$ cat src/common/sdac_cfg.svh
// Constants for the sigma-delta converter control and serial port.
`ifndef SDAC_CFG_SVH
`define SDAC_CFG_SVH
// ****************************************************************
// Timing
// ****************************************************************
`define SDAC_CLK_HZ 25000000
`define SDAC_OSC_START_US 1000
`define SDAC_OSC_START_CYC (`SDAC_OSC_START_US * (`SDAC_CLK_HZ / 1000000))
`define SDAC_RST_ONES 6'h20
// ****************************************************************
// Data path
// ****************************************************************
`define SDAC_W 24
`define SDAC_FIFO_DEPTH 16
// ****************************************************************
// Register select codes
// ****************************************************************
`define SDAC_RS_COMM 3'h0
`define SDAC_RS_MODE 3'h1
`define SDAC_RS_CFG 3'h2
`define SDAC_RS_DATA 3'h3
`define SDAC_RS_ID 3'h4
`define SDAC_RS_IO 3'h5
`define SDAC_RS_OFS 3'h6
`define SDAC_RS_FS 3'h7
// ****************************************************************
// Fields and commands
// ****************************************************************
`define SDAC_C_WEN 7
`define SDAC_C_RW 6
`define SDAC_C_RS_HI 5
`define SDAC_C_RS_LO 3
`define SDAC_CMD_CREAD_ON 8'h5c
`define SDAC_CMD_CREAD_OFF 8'h58
`define SDAC_M_MD_HI 15
`define SDAC_M_MD_LO 13
`define SDAC_M_BUF 4
`define SDAC_M_RATE_HI 3
`define SDAC_M_RATE_LO 0
`define SDAC_RATE_INT_MAX 4'h1
`define SDAC_RATE_S4_MAX 4'h6
`define SDAC_RATE_MS3_MAX 4'ha
// ****************************************************************
// Reset values
// ****************************************************************
`define SDAC_MODE_RST 16'h001a
`define SDAC_CFG_RST 16'h0710
`define SDAC_IO_RST 8'h00
`define SDAC_OFS_RST 24'h800000
`define SDAC_FS_RST 24'h500000
`endif

$ cat src/common/sdac_pkg.sv
// Types shared by the converter control block.
package sdac_pkg;
  typedef enum logic [1:0] {
    SDAC_ST_CMD = 2'h0,
    SDAC_ST_WR = 2'h1,
    SDAC_ST_RD = 2'h2
  } sdac_st_t;
  typedef enum logic [2:0] {
    SDAC_MD_CONT = 3'h0,
    SDAC_MD_SINGLE = 3'h1,
    SDAC_MD_IDLE = 3'h2,
    SDAC_MD_PDOWN = 3'h3
  } sdac_md_t;
  typedef enum logic [1:0] {
    SDAC_FILT_SINC3_AVG = 2'h0,
    SDAC_FILT_MSINC3 = 2'h1,
    SDAC_FILT_SINC4 = 2'h2,
    SDAC_FILT_INTEG = 2'h3
  } sdac_filt_t;
endpackage

$ cat src/verilog/sdac_ctrl.sv
// Conversion control and serial port of the sigma-delta converter.
`timescale 1ns/100ps
`include "sdac_cfg.svh"
module sdac_ctrl #(
  parameter int OSC_START_CYC = `SDAC_OSC_START_CYC,
  parameter logic [7:0] ID_VAL = 8'h5a // Arbitrary identity value.
) (
  input wire logic sys_clk,
  input wire logic arst_n,
  input wire logic sclk_pin,
  input wire logic cs_n_pin,
  input wire logic din_pin,
  output logic dout_rdy_n_o,
  output logic dout_rdy_oe,
  input wire logic res_valid,
  input wire logic [`SDAC_W-1:0] res_data,
  output logic res_ready,
  output logic mod_run,
  output logic buf_en,
  output sdac_pkg::sdac_filt_t filter_sel,
  output logic [3:0] rate_code,
  output logic rdy_n
);
  import sdac_pkg::*;

  // ****************************************************************
  // Helpers
  // ****************************************************************
  // Word length in bits for a register select code.
  function automatic logic [4:0] reg_len(input logic [2:0] rs);
    unique case (rs)
      `SDAC_RS_MODE, `SDAC_RS_CFG: reg_len = 5'd16;
      `SDAC_RS_DATA, `SDAC_RS_OFS, `SDAC_RS_FS: reg_len = 5'd24;
      default: reg_len = 5'd8;
    endcase
  endfunction

  // Filter family from the update rate code.
  function automatic sdac_filt_t filt_of(input logic [3:0] r);
    if (r <= `SDAC_RATE_INT_MAX) begin
      filt_of = SDAC_FILT_INTEG;
    end else if (r <= `SDAC_RATE_S4_MAX) begin
      filt_of = SDAC_FILT_SINC4;
    end else if (r <= `SDAC_RATE_MS3_MAX) begin
      filt_of = SDAC_FILT_MSINC3;
    end else begin
      filt_of = SDAC_FILT_SINC3_AVG;
    end
  endfunction

  // ****************************************************************
  // Declarations
  // ****************************************************************
  logic sclk_q1, sclk_q2, sclk_q3;
  logic cs_q1, cs_q2, cs_q3;
  logic din_q1, din_q2;
  logic rise, fall, cs_low, cs_fall;
  logic [5:0] ones_reg;
  logic soft_rst_reg;
  sdac_st_t st_reg;
  logic [4:0] cnt_reg;
  logic [23:0] in_sh_reg;
  logic [2:0] rs_reg;
  logic [7:0] cmd_byte;
  logic [23:0] word_in;
  logic cmd_done, wr_done, rd_done, cread_reg;
  logic [15:0] mode_reg, cfg_reg;
  logic [7:0] io_reg;
  logic [23:0] ofs_reg, fs_reg, data_reg, rd_word, out_sh_reg;
  logic out_act_reg, dout_bit_reg, shifting;
  logic run_reg, single_reg, osc_wait_reg, disc_reg;
  logic [31:0] osc_cnt_reg;
  logic upd_reg, keep_reg, cread_busy_reg, cread_load;
  logic [4:0] ocnt_reg;
  logic fifo_valid, pop_ok;
  logic [`SDAC_W-1:0] fifo_data;

  // ****************************************************************
  // Pin synchronisers and edge detection
  // ****************************************************************
  // Three flops on the clock and select pins, two on data; edges are taken from the second and third only.
  always_ff @(posedge sys_clk or negedge arst_n) begin
    if (!arst_n) begin
      sclk_q1 <= 1'b1;
      sclk_q2 <= 1'b1;
      sclk_q3 <= 1'b1;
      cs_q1 <= 1'b1;
      cs_q2 <= 1'b1;
      cs_q3 <= 1'b1;
      din_q1 <= 1'b0;
      din_q2 <= 1'b0;
    end else begin
      sclk_q1 <= sclk_pin;
      sclk_q2 <= sclk_q1;
      sclk_q3 <= sclk_q2;
      cs_q1 <= cs_n_pin;
      cs_q2 <= cs_q1;
      cs_q3 <= cs_q2;
      din_q1 <= din_pin;
      din_q2 <= din_q1;
    end
  end

  assign cs_low = !cs_q2;
  assign cs_fall = !cs_q2 && cs_q3;
  assign rise = cs_low && sclk_q2 && !sclk_q3;
  assign fall = cs_low && !sclk_q2 && sclk_q3;
  assign cmd_byte = {in_sh_reg[6:0], din_q2};
  assign word_in = {in_sh_reg[22:0], din_q2};
  assign cmd_done = rise && st_reg == SDAC_ST_CMD && cnt_reg == 5'd7;
  assign wr_done = rise && st_reg == SDAC_ST_WR && cnt_reg == reg_len(rs_reg) - 5'd1;
  assign rd_done = rise && st_reg == SDAC_ST_RD && cnt_reg == reg_len(rs_reg) - 5'd1;

  // ****************************************************************
  // Interface reset by a run of ones
  // ****************************************************************
  // The count saturates so one long run gives a single reset pulse.
  always_ff @(posedge sys_clk or negedge arst_n) begin
    if (!arst_n) begin
      ones_reg <= '0;
      soft_rst_reg <= 1'b0;
    end else begin
      soft_rst_reg <= 1'b0;
      if (rise) begin
        if (!din_q2) begin
          ones_reg <= '0;
        end else if (ones_reg != `SDAC_RST_ONES) begin
          ones_reg <= ones_reg + 6'h01;
          soft_rst_reg <= (ones_reg == `SDAC_RST_ONES - 6'h01);
        end
      end
    end
  end

  // ****************************************************************
  // Serial sequencer
  // ****************************************************************
  // A raised chip select abandons any word half shifted in.
  always_ff @(posedge sys_clk or negedge arst_n) begin
    if (!arst_n) begin
      st_reg <= SDAC_ST_CMD;
      cnt_reg <= '0;
      in_sh_reg <= '0;
      rs_reg <= `SDAC_RS_COMM;
      cread_reg <= 1'b0;
    end else if (soft_rst_reg || !cs_low) begin
      st_reg <= SDAC_ST_CMD;
      cnt_reg <= '0;
      if (soft_rst_reg) cread_reg <= 1'b0;
    end else if (rise) begin
      in_sh_reg <= word_in;
      cnt_reg <= cnt_reg + 5'd1;
      if (cmd_done) begin
        cnt_reg <= '0;
        if (cread_reg) begin
          // Only the exit command is heard while streaming.
          if (cmd_byte == `SDAC_CMD_CREAD_OFF && !rdy_n) cread_reg <= 1'b0;
        end else if (cmd_byte == `SDAC_CMD_CREAD_ON) begin
          cread_reg <= 1'b1;
        end else if (!cmd_byte[`SDAC_C_WEN]) begin
          rs_reg <= cmd_byte[`SDAC_C_RS_HI:`SDAC_C_RS_LO];
          st_reg <= cmd_byte[`SDAC_C_RW] ? SDAC_ST_RD : SDAC_ST_WR;
        end
      end else if (wr_done || rd_done) begin
        st_reg <= SDAC_ST_CMD;
        cnt_reg <= '0;
      end
    end
  end

  // ****************************************************************
  // Register file
  // ****************************************************************
  // Writes to read-only selects are shifted in and dropped.
  always_ff @(posedge sys_clk or negedge arst_n) begin
    if (!arst_n) begin
      cfg_reg <= `SDAC_CFG_RST;
      io_reg <= `SDAC_IO_RST;
      ofs_reg <= `SDAC_OFS_RST;
      fs_reg <= `SDAC_FS_RST;
    end else if (soft_rst_reg) begin
      cfg_reg <= `SDAC_CFG_RST;
      io_reg <= `SDAC_IO_RST;
      ofs_reg <= `SDAC_OFS_RST;
      fs_reg <= `SDAC_FS_RST;
    end else if (wr_done) begin
      unique case (rs_reg)
        `SDAC_RS_CFG: cfg_reg <= word_in[15:0];
        `SDAC_RS_IO: io_reg <= word_in[7:0];
        `SDAC_RS_OFS: ofs_reg <= word_in;
        `SDAC_RS_FS: fs_reg <= word_in;
        default: ;
      endcase
    end
  end

  // Read value, left aligned so the first bit out is always bit 23.
  // Selected by the command byte now ending, as rs_reg only takes it at this edge.
  always_comb begin
    rd_word = '0;
    unique case (cmd_byte[`SDAC_C_RS_HI:`SDAC_C_RS_LO])
      `SDAC_RS_COMM: rd_word = {rdy_n, 23'h0};
      `SDAC_RS_MODE: rd_word = {mode_reg, 8'h00};
      `SDAC_RS_CFG: rd_word = {cfg_reg, 8'h00};
      `SDAC_RS_DATA: rd_word = data_reg;
      `SDAC_RS_ID: rd_word = {ID_VAL, 16'h0000};
      `SDAC_RS_IO: rd_word = {io_reg, 16'h0000};
      `SDAC_RS_OFS: rd_word = ofs_reg;
      `SDAC_RS_FS: rd_word = fs_reg;
    endcase
  end

  // ****************************************************************
  // Output shifter
  // ****************************************************************
  assign shifting = (st_reg == SDAC_ST_RD) || cread_busy_reg;

  // Bits change on the falling serial edge; a chip select fall in a
  // streamed word presents the first bit at once for frame-sync hosts.
  always_ff @(posedge sys_clk or negedge arst_n) begin
    if (!arst_n) begin
      out_sh_reg <= '0;
      out_act_reg <= 1'b0;
      dout_bit_reg <= 1'b1;
    end else if (!cs_low || soft_rst_reg) begin
      out_act_reg <= 1'b0;
    end else if (cread_load) begin
      out_sh_reg <= fifo_data;
      out_act_reg <= 1'b0;
    end else if (cmd_done && !cread_reg) begin
      // While streaming, byte boundaries must not reload the streamed word.
      out_sh_reg <= rd_word;
      out_act_reg <= 1'b0;
    end else if ((fall || (cs_fall && cread_busy_reg)) && shifting) begin
      dout_bit_reg <= out_sh_reg[23];
      out_sh_reg <= {out_sh_reg[22:0], 1'b0};
      out_act_reg <= 1'b1;
    end else if (fall) begin
      out_act_reg <= 1'b0;
    end
  end

  // Pin drive: data while shifting, else the ready level.
  always_ff @(posedge sys_clk or negedge arst_n) begin
    if (!arst_n) begin
      dout_rdy_n_o <= 1'b1;
      dout_rdy_oe <= 1'b0;
    end else begin
      dout_rdy_n_o <= out_act_reg ? dout_bit_reg : rdy_n;
      dout_rdy_oe <= cs_low;
    end
  end

  // ****************************************************************
  // Conversion control
  // ****************************************************************
  // The mode register lives here because a finished single
  // conversion rewrites its own mode field to power-down.
  always_ff @(posedge sys_clk or negedge arst_n) begin
    if (!arst_n) begin
      mode_reg <= `SDAC_MODE_RST;
      run_reg <= 1'b1;
      single_reg <= 1'b0;
      osc_wait_reg <= 1'b0;
      osc_cnt_reg <= '0;
    end else if (soft_rst_reg) begin
      mode_reg <= `SDAC_MODE_RST;
      run_reg <= 1'b1;
      single_reg <= 1'b0;
      osc_wait_reg <= 1'b0;
    end else if (wr_done && rs_reg == `SDAC_RS_MODE) begin
      mode_reg <= word_in[15:0];
      run_reg <= (word_in[`SDAC_M_MD_HI:`SDAC_M_MD_LO] == SDAC_MD_CONT);
      single_reg <= (word_in[`SDAC_M_MD_HI:`SDAC_M_MD_LO] == SDAC_MD_SINGLE);
      osc_wait_reg <= (word_in[`SDAC_M_MD_HI:`SDAC_M_MD_LO] == SDAC_MD_SINGLE);
      osc_cnt_reg <= 32'(OSC_START_CYC);
    end else if (osc_wait_reg) begin
      osc_cnt_reg <= osc_cnt_reg - 32'd1;
      if (osc_cnt_reg <= 32'd1) begin
        osc_wait_reg <= 1'b0;
        run_reg <= 1'b1;
      end
    end else if (upd_reg && keep_reg && single_reg) begin
      run_reg <= 1'b0;
      single_reg <= 1'b0;
      mode_reg[`SDAC_M_MD_HI:`SDAC_M_MD_LO] <= SDAC_MD_PDOWN;
    end
  end

  // ****************************************************************
  // Result update and ready flag
  // ****************************************************************
  // A pending normal read of the data word stalls the FIFO, so a
  // result is held rather than lost while the host is still reading.
  assign pop_ok = fifo_valid && !upd_reg && !osc_wait_reg &&
                  !(st_reg == SDAC_ST_RD && rs_reg == `SDAC_RS_DATA);
  assign cread_load = upd_reg && keep_reg && cread_reg;

  always_ff @(posedge sys_clk or negedge arst_n) begin
    if (!arst_n) begin
      rdy_n <= 1'b1;
      data_reg <= '0;
      upd_reg <= 1'b0;
      keep_reg <= 1'b0;
      disc_reg <= 1'b0;
      cread_busy_reg <= 1'b0;
      ocnt_reg <= '0;
    end else if (soft_rst_reg) begin
      rdy_n <= 1'b1;
      data_reg <= '0;
      upd_reg <= 1'b0;
      disc_reg <= 1'b0;
      cread_busy_reg <= 1'b0;
    end else begin
      if (wr_done && rs_reg == `SDAC_RS_MODE) disc_reg <= 1'b0;
      // Host reads end first, so a result landing now still wins.
      if (rd_done && rs_reg == `SDAC_RS_DATA) rdy_n <= 1'b1;
      if (rise && cread_busy_reg && out_act_reg) begin
        ocnt_reg <= ocnt_reg + 5'd1;
        if (ocnt_reg == 5'(`SDAC_W - 1)) begin
          cread_busy_reg <= 1'b0;
          rdy_n <= 1'b1;
        end
      end
      if (upd_reg) begin
        upd_reg <= 1'b0;
        if (keep_reg) begin
          data_reg <= fifo_data;
          rdy_n <= 1'b0;
          cread_busy_reg <= cread_reg;
          ocnt_reg <= '0;
        end
      end else if (pop_ok) begin
        upd_reg <= 1'b1;
        // The first single result only settles the filter.
        keep_reg <= run_reg && (!single_reg || disc_reg);
        if (run_reg && single_reg) disc_reg <= 1'b1;
        if (run_reg && (!single_reg || disc_reg)) rdy_n <= 1'b1;
      end
    end
  end

  // ****************************************************************
  // Front-end controls
  // ****************************************************************
  always_ff @(posedge sys_clk or negedge arst_n) begin
    if (!arst_n) begin
      mod_run <= 1'b0;
      buf_en <= 1'b0;
      filter_sel <= SDAC_FILT_SINC3_AVG;
      rate_code <= '0;
    end else begin
      mod_run <= run_reg;
      buf_en <= mode_reg[`SDAC_M_BUF];
      filter_sel <= filt_of(mode_reg[`SDAC_M_RATE_HI:`SDAC_M_RATE_LO]);
      rate_code <= mode_reg[`SDAC_M_RATE_HI:`SDAC_M_RATE_LO];
    end
  end

  // ****************************************************************
  // Result FIFO
  // ****************************************************************
  sdac_fifo #(
    .WIDTH(`SDAC_W),
    .DEPTH(`SDAC_FIFO_DEPTH)
  ) u_fifo (
    .clk(sys_clk),
    .arst_n(arst_n),
    .in_valid(res_valid),
    .in_data(res_data),
    .in_ready(res_ready),
    .out_valid(fifo_valid),
    .out_data(fifo_data),
    .out_ready(upd_reg)
  );
endmodule // sdac_ctrl

$ cat src/verilog/sdac_fifo.sv
// Result FIFO between the decimation filter and the serial port.
`timescale 1ns/100ps
module sdac_fifo #(
  parameter int WIDTH = 24,
  parameter int DEPTH = 16
) (
  input wire logic clk,
  input wire logic arst_n,
  input wire logic in_valid,
  input wire logic [WIDTH-1:0] in_data,
  output logic in_ready,
  output logic out_valid,
  output logic [WIDTH-1:0] out_data,
  input wire logic out_ready
);
  localparam int AW = $clog2(DEPTH);
  logic [WIDTH-1:0] mem [DEPTH];
  logic [AW-1:0] wr_ptr_reg;
  logic [AW-1:0] rd_ptr_reg;
  logic [AW:0] cnt_reg;
  logic [AW:0] cnt_next;
  logic push;
  logic pop;

  // Ready is registered so the filter sees it straight from a flop.
  assign push = in_valid && in_ready;
  assign pop = out_ready && out_valid;
  assign out_valid = (cnt_reg != '0);
  assign out_data = mem[rd_ptr_reg];

  // Occupancy follows both sides in the same cycle.
  always_comb begin
    cnt_next = cnt_reg;
    if (push && !pop) begin
      cnt_next = cnt_reg + 1'b1;
    end else if (pop && !push) begin
      cnt_next = cnt_reg - 1'b1;
    end
  end

  // Pointers and count.
  always_ff @(posedge clk or negedge arst_n) begin
    if (!arst_n) begin
      wr_ptr_reg <= '0;
      rd_ptr_reg <= '0;
      cnt_reg <= '0;
      in_ready <= 1'b1;
    end else begin
      if (push) wr_ptr_reg <= wr_ptr_reg + 1'b1;
      if (pop) rd_ptr_reg <= rd_ptr_reg + 1'b1;
      cnt_reg <= cnt_next;
      in_ready <= (cnt_next != (AW+1)'(DEPTH));
    end
  end

  // Storage has no reset; empty words are never read.
  always_ff @(posedge clk) begin
    if (push) mem[wr_ptr_reg] <= in_data;
  end
endmodule // sdac_fifo

$ cat config.mk
export PLATFORM = sky130hd
export DESIGN_NAME = sdac_ctrl
export DESIGN_NICKNAME = d
export VERILOG_FILES = /design/src/common/sdac_pkg.sv /design/src/verilog/sdac_ctrl.sv /design/src/verilog/sdac_fifo.sv
export VERILOG_INCLUDE_DIRS = /design/src /design/src/common
export SDC_FILE = /design/constraint.sdc
export NUM_CORES = 1
export LEC_CHECK = 0
export BUFFER_PORTS_ARGS = -buffer_cell sky130_fd_sc_hd__buf_4
export CAP_MARGIN = 30
export CORE_MARGIN = 4
export CORE_UTILIZATION = 58
export DETAILED_ROUTE_END_ITERATION = 16
export GPL_TIMING_DRIVEN = 0
export PLACE_DENSITY = 0.73
export SYNTH_ARGS = -nofsm -noshare
export SYNTH_HDL_FRONTEND = slang
export SYNTH_HIERARCHICAL = 1
export SYNTH_SLANG_ARGS = --single-unit
$ cat constraint.sdc
create_clock -name sys_clk -period 2.9 [get_ports sys_clk]
set_input_delay 0.58 -clock sys_clk [delete_from_list [all_inputs] [get_ports sys_clk]]
set_output_delay 0.58 -clock sys_clk [all_outputs]
set_load 0.02 [all_outputs]
* Word-level counts from Yosys, hierarchy flattened
Memories as Yosys holds them, arrays and structs flattened.
Cells that the tools add are included.
** Cells by class
- $add $sub $neg :: 9
- $mul :: 0
- Div/mod/pow operators :: 0
- Magnitude comparators :: 4
- Equality and inequality tests :: 31
- Shifts and indexed selects :: 0
- Multiplexer cells :: 100
- Bitwise operators :: 8
- Reductions and logical operators :: 86
** Operators with widths (number)
- $mux 24 :: 12
- $pmux 24 s8 :: 1
- $mux 16 :: 4
- $mux 32 :: 2
- $mux 1 :: 52
- $mux 5 :: 9
- $le 32x1->1 const B :: 1
- $logic_and 1x1->1 :: 32
- $sub 32x1->32 const B :: 1
- $mux 8 :: 3
- $reduce_and 2->1 :: 11
- $reduce_bool 2->1 :: 11
- $eq 3x3->1 const B :: 7
- $mux 2 :: 10
- $eq 8x7->1 const B :: 2
- $add 5x1->5 const B :: 3
- $mux 13 :: 1
- $eq 3x2->1 const B :: 4
- $mux 6 :: 2
- $ne 3x2->1 const B :: 4
- $logic_not 1->1 :: 11
- $pmux 5 s2 :: 1
- $reduce_bool 5->1 :: 2
- $sub 5x1->5 const B :: 2
- other kinds (30) :: 50
** Word-level totals
- Flip-flop bits (word level) :: 256
- Latch bits :: 0
- Bits in writable memories :: 384
- Memory bits (read-only) :: 0
- Bits of input ports :: 30
- Output and inout bits :: 12
- Memories kept :: 1
** Memories
- u_fifo.mem :: depth 16, width 24, read ports 1, clocked after Yosys merged registers in 0, write ports 1, line sdac_fifo.sv:17 : logic [WIDTH-1:0] mem [DEPTH];

* Depth between registers and ports, before layout
Gate-level depths: netlist (run 1).
- Word-level depth :: 14
- Depth in mapped cells :: 9
- Gate-level depth less buffers :: 7

* Hierarchy
Netlist (run 1), hierarchy kept.
** Modules (own cells, without submodules)
- sdac_fifo :: instances 1, cells an instance 624, area an instance 15220.8 µm², sequential area each 11882.6 µm²
- sdac_ctrl :: instances 1, cells an instance 1229, area an instance 11982.7 µm², sequential area each 6080.8 µm²

* Least setup slack after synthesis (run 1)
No wires, ideal clock.
- Path type :: register to register
- Start point :: register u_fifo.rd_ptr_reg[0]
- End point :: register out_sh_reg[22]
- Data arrival time :: 2501 ps
- Slack :: 263 ps
- Cell stages (with the launch flop) :: 10
- Buffers on the path :: 3
- Period minus slack after synthesis :: 2637 ps
- Path through :: dfrtp_1 -> buf_2 -> buf_2 -> buf_2 -> mux4_2 -> mux4_2 -> nand2_1 -> o21ai_0 -> a221oi_1 -> a21oi_1
** On the way
- Cells in the longest elaborated chain, start to end :: 2
** RTL lines
- start: declaration :: line sdac_fifo.sv:19 : logic [AW-1:0] rd_ptr_reg;
- start signal: assignment :: line sdac_fifo.sv:50 : if (pop) rd_ptr_reg <= rd_ptr_reg + 1'b1;
- $mem_v2 16x24
- via fifo_data[22] :: line sdac_ctrl.sv:76 : logic [`SDAC_W-1:0] fifo_data;
- $mux 24 :: line sdac_ctrl.sv:227 : end else if (cread_load) begin
- end signal: assignment :: line sdac_ctrl.sv:228 : out_sh_reg <= fifo_data;
- end signal: assignment :: line sdac_ctrl.sv:232 : out_sh_reg <= rd_word;
- end signal: assignment :: line sdac_ctrl.sv:236 : out_sh_reg <= {out_sh_reg[22:0], 1'b0};
- end: declaration :: line sdac_ctrl.sv:69 : logic [23:0] ofs_reg, fs_reg, data_reg, rd_word, out_sh_reg;
The timed path passes the listed nets, and every way through them passes these cells.
A chain may end at the register's enable or synchronous reset.

* Worst setup path after layout (run 1)
- Start point :: register u_fifo.rd_ptr_reg[1]
- End point :: register out_sh_reg[11]
The elaborated chain is that of the path after synthesis.

==> metrics.txt, run 1 <==
status complete, no violations; largest net degree at the start of global routing 104; Placer Congestion 0.894; gr ovfl total 0; Post-Syn Instances 1853; Synth async-reset ratio 0.400; crit-path max FO 10; Clock Latency Late Sink 0.61 ns; met3 WL 5000 µm; highest routed layer met4; Setup crit start kind register; crit path capture out_sh_reg[11]; share of cells above drive strength 1 0.219; class of the worst hold path in2reg; CP Capture Type register; Filler cells 3217; Int Power 17.8 mW; Peak VDD IR 633 µV; vias per cell 6.45; Sink Count 640; Comb pwr share 0.235; Fmax 357 MHz; Layout area overhead 12.8%; max FFs per register 384; first-pass GRT wire length 103000 µm; antenna cells 0; RSZ-0062 raised after global routing no; Seq pwr share 0.431; P_sw 7.17 mW; max-capacitance violation count 0; root buffer cell clkbuf_16; Max Root-Sink Buffers 3; syn_area_per_cell 14.7 µm²; clock power share 0.335; core area 0.0465 mm²; drt first pass iters 5; Reg-to-Reg Start u_fifo/rd_ptr_reg[1]; die area 0.0504 mm²; drc violations 0; post-synthesis register bit count 640; Post-synth EDFFs 384; post-synthesis net count 1896; final worst setup slack 0.0952 ns; reg-to-reg slack, setup 0.1 ns; pre-CTS setup slack -0.926 ns; Routed Antenna Nets 0; sequential area share after synthesis 0.660; final setup vio count 0; H-tree Lvls 3; Yosys cell types 78; Max Slew Vio Count 0; post-DR wirelength/cell 25.5 µm; CP Data Required Time 3.35 ns; Port Buffers 41; Worst Path Arrival 3.26 ns; FP Rows 79; sw frac 0.287; met1 wire length 26800 µm; min cycle time layout 2.80 ns; crit path kind reg2reg; initial antenna violation count 0; crit share post-route 0.967; worst slew pin tran 0.978 ns; total number of vias 16900; Initial Utilization 0.586; ys flop type edfxtp_1; setup_tns 0 ns; Synth Cell Area 0.0272 mm²; YS warnings 6; DP Wirelength 41500 µm; routed length on met2 33200 µm; I/O Pins 42; chip width 225 µm; Hold Fails Final Rpt 0; TritonCTS Buffers 67; relative slew slack 0.348; clock skew 0.0249 ns; Lkg Pwr 11.8 nW; chip height 225 µm; all-layer global routing usage 0.268; power density over cell area 815 mW/mm²; path depth of the worst reg2reg path 6; Reg clk slew, reported paths 0.06 ns; vias in the first global route 17000; worst reg2reg endpoint out_sh_reg[11]; DRT iter0 DRCs 1997; Final nets 2013; Post-Route WL 67000 µm; Critical Path Start u_fifo/rd_ptr_reg[1]; TritonCTS clock tree done
==> kinds of logic (layout without fill, tap and decap cells) <==
group           count (synthesis)  after routing  synth area share
xor+xnor                       22             22           0.00708
compound gates                279            279            0.0654
mux                           236            236             0.146
fa+ha+maj                      14             14           0.00635
buf+inv                       150            317            0.0227
simple gates                  512            512            0.0919
flops                         640            640             0.660
==> metrics by stage <==
stage | utilization | std cells | area (µm²) | power (mW) | hold slack (ns)
6_report | 0.661 | 2627 | 30700 | 25.0 | 0.0800
5_1_grt | 0.661 | 2627 | 30700 | 25.9 | 0.0580
4_1_cts | 0.660 | 2625 | 30600 | 25.1 | 0.0563
3_5_place_dp | 0.612 | 2507 | 28400 | 16.6 | 0.336
3_3_place_gp | 0.609 | 2501 | 28300 | 16.4 | 0.334
2_1_floorplan | - | 1853 | 27200 | 14.6 | 0.284
==> power groups by stage <==
| stage | Clock, mW | Combinational, mW | Sequential, mW |
|---|---|---|---|
| floorplan | 0 | 3.83 | 10.8 |
| global placement | 0 | 5.58 | 10.8 |
| detailed placement | 0 | 5.78 | 10.9 |
| CTS | 8.51 | 5.85 | 10.8 |
| global route | 8.94 | 6.17 | 10.8 |
| finish | 8.38 | 5.87 | 10.8 |
==> timing repair <==
item | in CTS | in global routing
endpoints found under the hold margin | 66 | 0
pin swaps | 0 | 0
hold buffers | 1 | 0
buffers inserted | 0 | 2
setup endpoints to repair | 74 | 42
resized for setup | 30 | 21
==> Yosys cell counts, types with 4 or more instances <==
library cell	n	share of area
a21boi_0	5	0.0014
a31oi_1	17	0.0039
o21ai_0	30	0.0055
mux4_2	124	0.10
mux2_2	49	0.020
nor4_1	8	0.0018
nor2_1	87	0.012
clkbuf_1	80	0.011
nand2_1	216	0.030
a22oi_1	16	0.0044
and3_1	20	0.0046
o22ai_1	15	0.0034
buf_1	12	0.0017
and2_1	18	0.0041
mux2i_1	63	0.023
nor3_1	30	0.0055
xor2_1	8	0.0026
a22o_1	4	0.0013
dfstp_2	21	0.020
a221oi_1	12	0.0039
xnor2_1	14	0.0045
nand3_1	28	0.0052
a21oi_1	108	0.020
or4b_2	4	0.0015
nor2b_1	8	0.0018
o21a_1	4	0.0011
or3_1	13	0.0030
nand4_1	16	0.0037
buf_2	22	0.0040
or2_2	4	0.00092
dfrtp_1	235	0.22
or4_1	27	0.0075
nand2b_1	8	0.0018
ha_1	13	0.0060
edfxtp_1	384	0.42
a31o_2	13	0.0042
inv_1	30	0.0041
o31ai_1	26	0.0072
==> cells in the final DEF (no fill, tap or decap), types with 10 or more instances in the layout <==
cell         n
edfxtp_1   384
a22oi_1     16
nand3_1     28
mux2_2      49
clkbuf_16   67
a221oi_1    11
o22ai_1     15
clkinv_2    10
mux4_2     124
dfstp_2     21
nor2_1      87
clkbuf_2    12
buf_4       47
a31oi_1     15
nand4_1     16
nand2_1    216
o31ai_1     26
o21ai_0     30
xnor2_1     14
nor3_1      30
a31o_2      13
and2_2      12
clkbuf_1    77
clkinv_1    10
ha_1        13
buf_2       15
or3_1       13
inv_1       30
and3_1      16
dfrtp_1    234
a21oi_1    108
mux2i_1     63
or4_1       27
==> worst max-delay path, stage by stage (launching register included) <==
cell and delay, ns:
dfrtp_2 0.52, clkbuf_1 0.74, mux4_2 0.44, mux4_2 0.54
nand2_1 0.14, a31o_2 0.18, a31oi_1 0.08
==> layer usage <==
metal  track usage  vias up
met2         0.442      806
met3        0.0472      135
met1         0.373     8681
met5             0        -
li1              -     7323
met4        0.0854        0
==> worst min-delay path by stage <==
stage                         from      to  slack [ns]  depth (start not counted)
after floorplan             arst_n  buf_en        0.28                          0
after CTS                 cs_n_pin   cs_q1        0.06                          1
after detailed placement    din_q1  din_q2        0.34                          0
final                     cs_n_pin   cs_q1        0.08                          1
after global placement      din_q1  din_q2        0.33                          0
after global routing       din_pin  din_q1        0.06                          1
==> area by class of cell <==
| type | count | area, µm² | share of cell area |
|---|---|---|---|
| Multi-Input combinational cell | 1063 | 8680 | 0.283 |
| Tap cell | 607 | 759 | 0.0247 |
| Sequential cell | 640 | 18000 | 0.585 |
| Clock inverter | 32 | 308 | 0.0100 |
| Clock buffer | 87 | 1830 | 0.0597 |
| Timing Repair Buffer | 50 | 460 | 0.0150 |
| Inverter | 31 | 116 | 0.00379 |
| Buffer | 117 | 571 | 0.0186 |
Note: power is estimated with default switching activity, not from simulation.
==> run 2: changes to the inputs <==
CORE_UTILIZATION = 40   (was 58)
PLACE_DENSITY = 0.54   (was 0.73)
==> run 2 against run 1 <==
Compared with the run above:
- count of clock-buffer cells in the layout is 7 higher
- non-clock buffer count is 9 higher
- core utilization is 19 points lower
- clock skew is 0.012 ns higher
- combinational power is 4.9% higher
- final cell count is 11% higher
- setup slack better by 0.026 ns
- die area is 43% higher
- via count is 1.8% lower
- cell area is 2.7% higher
- critical endpoint unchanged
- largest cell class unchanged
- largest power group unchanged
- highest routed layer is now met5
==> metrics.txt, run 2 (synthesis results as in run 1) <==
Fmax 360 MHz (+0.93%); die area 0.0722 mm² (+43%); Port Buffers 41 (unchanged); share of cells above drive strength 1 0.224 (+0.00532); chip height 269 µm (+20%); crit-path cells clkbuf_1 > mux4_2 > mux4_2 > nand2_1 > a31o_2 > a31oi_1; all-layer global routing usage 0.200 (-0.0688); clock skew 0.0371 ns (+0.0123 ns); reg-to-reg slack, setup 0.12 ns (+0.03 ns); max-capacitance violation count 0 (unchanged); core area 0.0673 mm² (+45%); max FFs per register 384 (unchanged); Lkg Pwr 12.0 nW (+1.7%); DP Area 0.0290 mm² (+2.1%); P_sw 7.56 mW (+5.5%); Hold Fails Final Rpt 0 (unchanged); final setup vio count 0 (unchanged); Reg-to-Reg Start u_fifo/rd_ptr_reg[1]; worst slew pin tran 0.956 ns (-0.0219 ns); relative slew slack 0.363 (+0.0146); first-pass GRT wire length 108000 µm (+4.7%); HP Start cs_n_pin; vias per cell 5.71 (-12%); Peak VDD IR 525 µV (-17%); Worst Hold Depth 1 (unchanged); clock power share 0.351 (+0.016); CP delay by family, top multiplexers; crit path kind reg2reg; Comb pwr share 0.236 (about the same); CP Data Required Time 3.35 ns (about the same); sw frac 0.290 (+0.00362); Seq pwr share 0.412 (-0.019); Seq. cell area 0.0180 mm² (about the same); TritonCTS clock tree done; worst reg2reg endpoint out_sh_reg[11]; Initial Utilization 0.404 (-0.181); post-DR wirelength/cell 24.4 µm (-4.5%); overall power 26.1 mW (+4.1%); largest net degree at the start of global routing 107 (+2.9%); Sink Count 640 (unchanged); most frequent standard cell in the layout excluding fill and tap cells edfxtp_1; H-tree Lvls 3 (unchanged); CP max stage delay 0.75 ns (about the same); I/O Pins 42 (unchanged); fin area 0.0315 mm² (+2.7%); Worst Path Arrival 3.23 ns (-0.03 ns); crit share post-route 0.958 (-0.00888); Max Root-Sink Buffers 3 (unchanged); Placer Congestion 0.830 (-7.2%); Max Slew Vio Count 0 (unchanged); Clock Latency Late Sink 0.63 ns (+0.02 ns); Filler cells 5929 (+84%); min cycle time layout 2.78 ns (-0.0258 ns); Core Util, Final 0.468 (-0.192); Final nets 2026 (+0.65%); class of the worst hold path in2reg; Most common cell on crit path mux4_2; total number of vias 16600 (-1.8%); area occupied by multi-input gates 0.00868 mm² (+0.10%); power density over cell area 827 mW/mm² (+1.4%); drc violations 0 (unchanged); Reg clk slew, reported paths 0.06 ns (about the same); DP Wirelength 46400 µm (+12%); Post-Route WL 71000 µm (+5.9%); CP Capture Type register; CP max stage cell clkbuf_1; root buffer cell clkbuf_16; initial antenna violation count 4 (+4); Layout area overhead 15.8%; Setup crit start kind register; drt first pass iters 5 (unchanged); path depth of the worst reg2reg path 6 (unchanged); Int Power 18.5 mW (+3.6%); DRT iter0 DRCs 1287 (-36%); Critical Path Start u_fifo/rd_ptr_reg[1]; chip width 269 µm (+20%); most frequent cells in the layout 384 x edfxtp_1, 233 x dfrtp_1, 215 x nand2_1, 124 x mux4_2, 108 x a21oi_1; crit-path max FO 10 (unchanged); RSZ-0062 raised after global routing no; TritonCTS Buffers 71 (+6.0%); WP buf/inv 1 (unchanged); vias in the first global route 17000 (-0.48%); gr ovfl total 0 (unchanged); hold path endpoint cs_q1; FP Rows 95 (+20%); status complete, no violations; Routed Antenna Nets 0 (unchanged)
## run 2: cell count changes in the layout (fill, tap and decap cells not counted), moves of 3 or more
| cell | previous run | this run |
|---|---|---|
| buf_12 | 0 | 4 |
| buf_16 | 3 | 9 |
| bufinv_16 | 4 | 7 |
| clkbuf_1 | 77 | 82 |
| clkbuf_16 | 67 | 72 |
| clkbuf_4 | 6 | 2 |
| clkbuf_8 | 8 | 5 |
## run 2: worst max path at each step
stage / endpoint / slack, ns / cells after the start
floorplan: out_sh_reg[22] / 0.26 / 9
global placement: out_sh_reg[18] / -0.97 / 9
detailed placement: out_sh_reg[18] / -1.02 / 9
CTS: mode_reg[9] / 0.005 / 6
global route: out_sh_reg[22] / 0.02 / 9
finish: out_sh_reg[11] / 0.12 / 6
## run 2: per-stage QoR
stage,cells,TNS (ns),setup slack (ns),hold WS (ns)
after floorplan,1853,0,0.263,0.284
after global placement,2767,-274.60,-0.965,0.335
after detailed placement,2785,-30.81,-1.02,0.339
after CTS,2913,0,0.00494,0.0299
after global routing,2913,0,0.0154,0.0359
final,2914,0,0.121,0.0648
## run 2: worst register-to-register path, cell delays in order, from the launching register on
cell,delay (ns)
dfrtp_2,0.49
clkbuf_1,0.75
mux4_2,0.41
mux4_2,0.56
nand2_1,0.16
a31o_2,0.17
a31oi_1,0.07
## run 2: power groups by stage
| stage | Combinational [mW] | Sequential (mW) | Clock, mW |
|---|---|---|---|
| after floorplan | 3.83 | 10.8 | 0 |
| after global placement | 5.91 | 10.8 | 0 |
| after detailed placement | 6.17 | 10.9 | 0 |
| after CTS | 6.19 | 10.7 | 9.37 |
| after global routing | 6.54 | 10.8 | 9.74 |
| final | 6.16 | 10.7 | 9.16 |
## run 2: layout make-up
cell class	count	share of cell area
clock inverter	35	0.0140
tap	873	0.0347
clock buffer	94	0.0614
inverter	31	0.00369
multi-input combinational	1063	0.276
sequential	640	0.570
buffer	116	0.0181
timing repair buffer	60	0.0222
antenna	2	0.000159
## run 2: repair_timing
item | 4_1_cts | 5_1_grt
setup endpoints to repair | 94 | 61
endpoints found under the hold margin | 47 | 0
pin swaps | 0 | 0
setup buffers | 0 | 0
hold buffers | 1 | 0
gates resized for setup | 26 | 28
## run 2: metal layers
| metal | routed length [µm] | vias to the layer above | global-route usage |
|---|---|---|---|
| met5 | 34 | - | 0 |
| met4 | 1800 | 4 | 0.0588 |
| met3 | 3570 | 122 | 0.0316 |
| met2 | 34900 | 447 | 0.335 |
| met1 | 30700 | 8714 | 0.271 |
| li1 | - | 7345 | - |
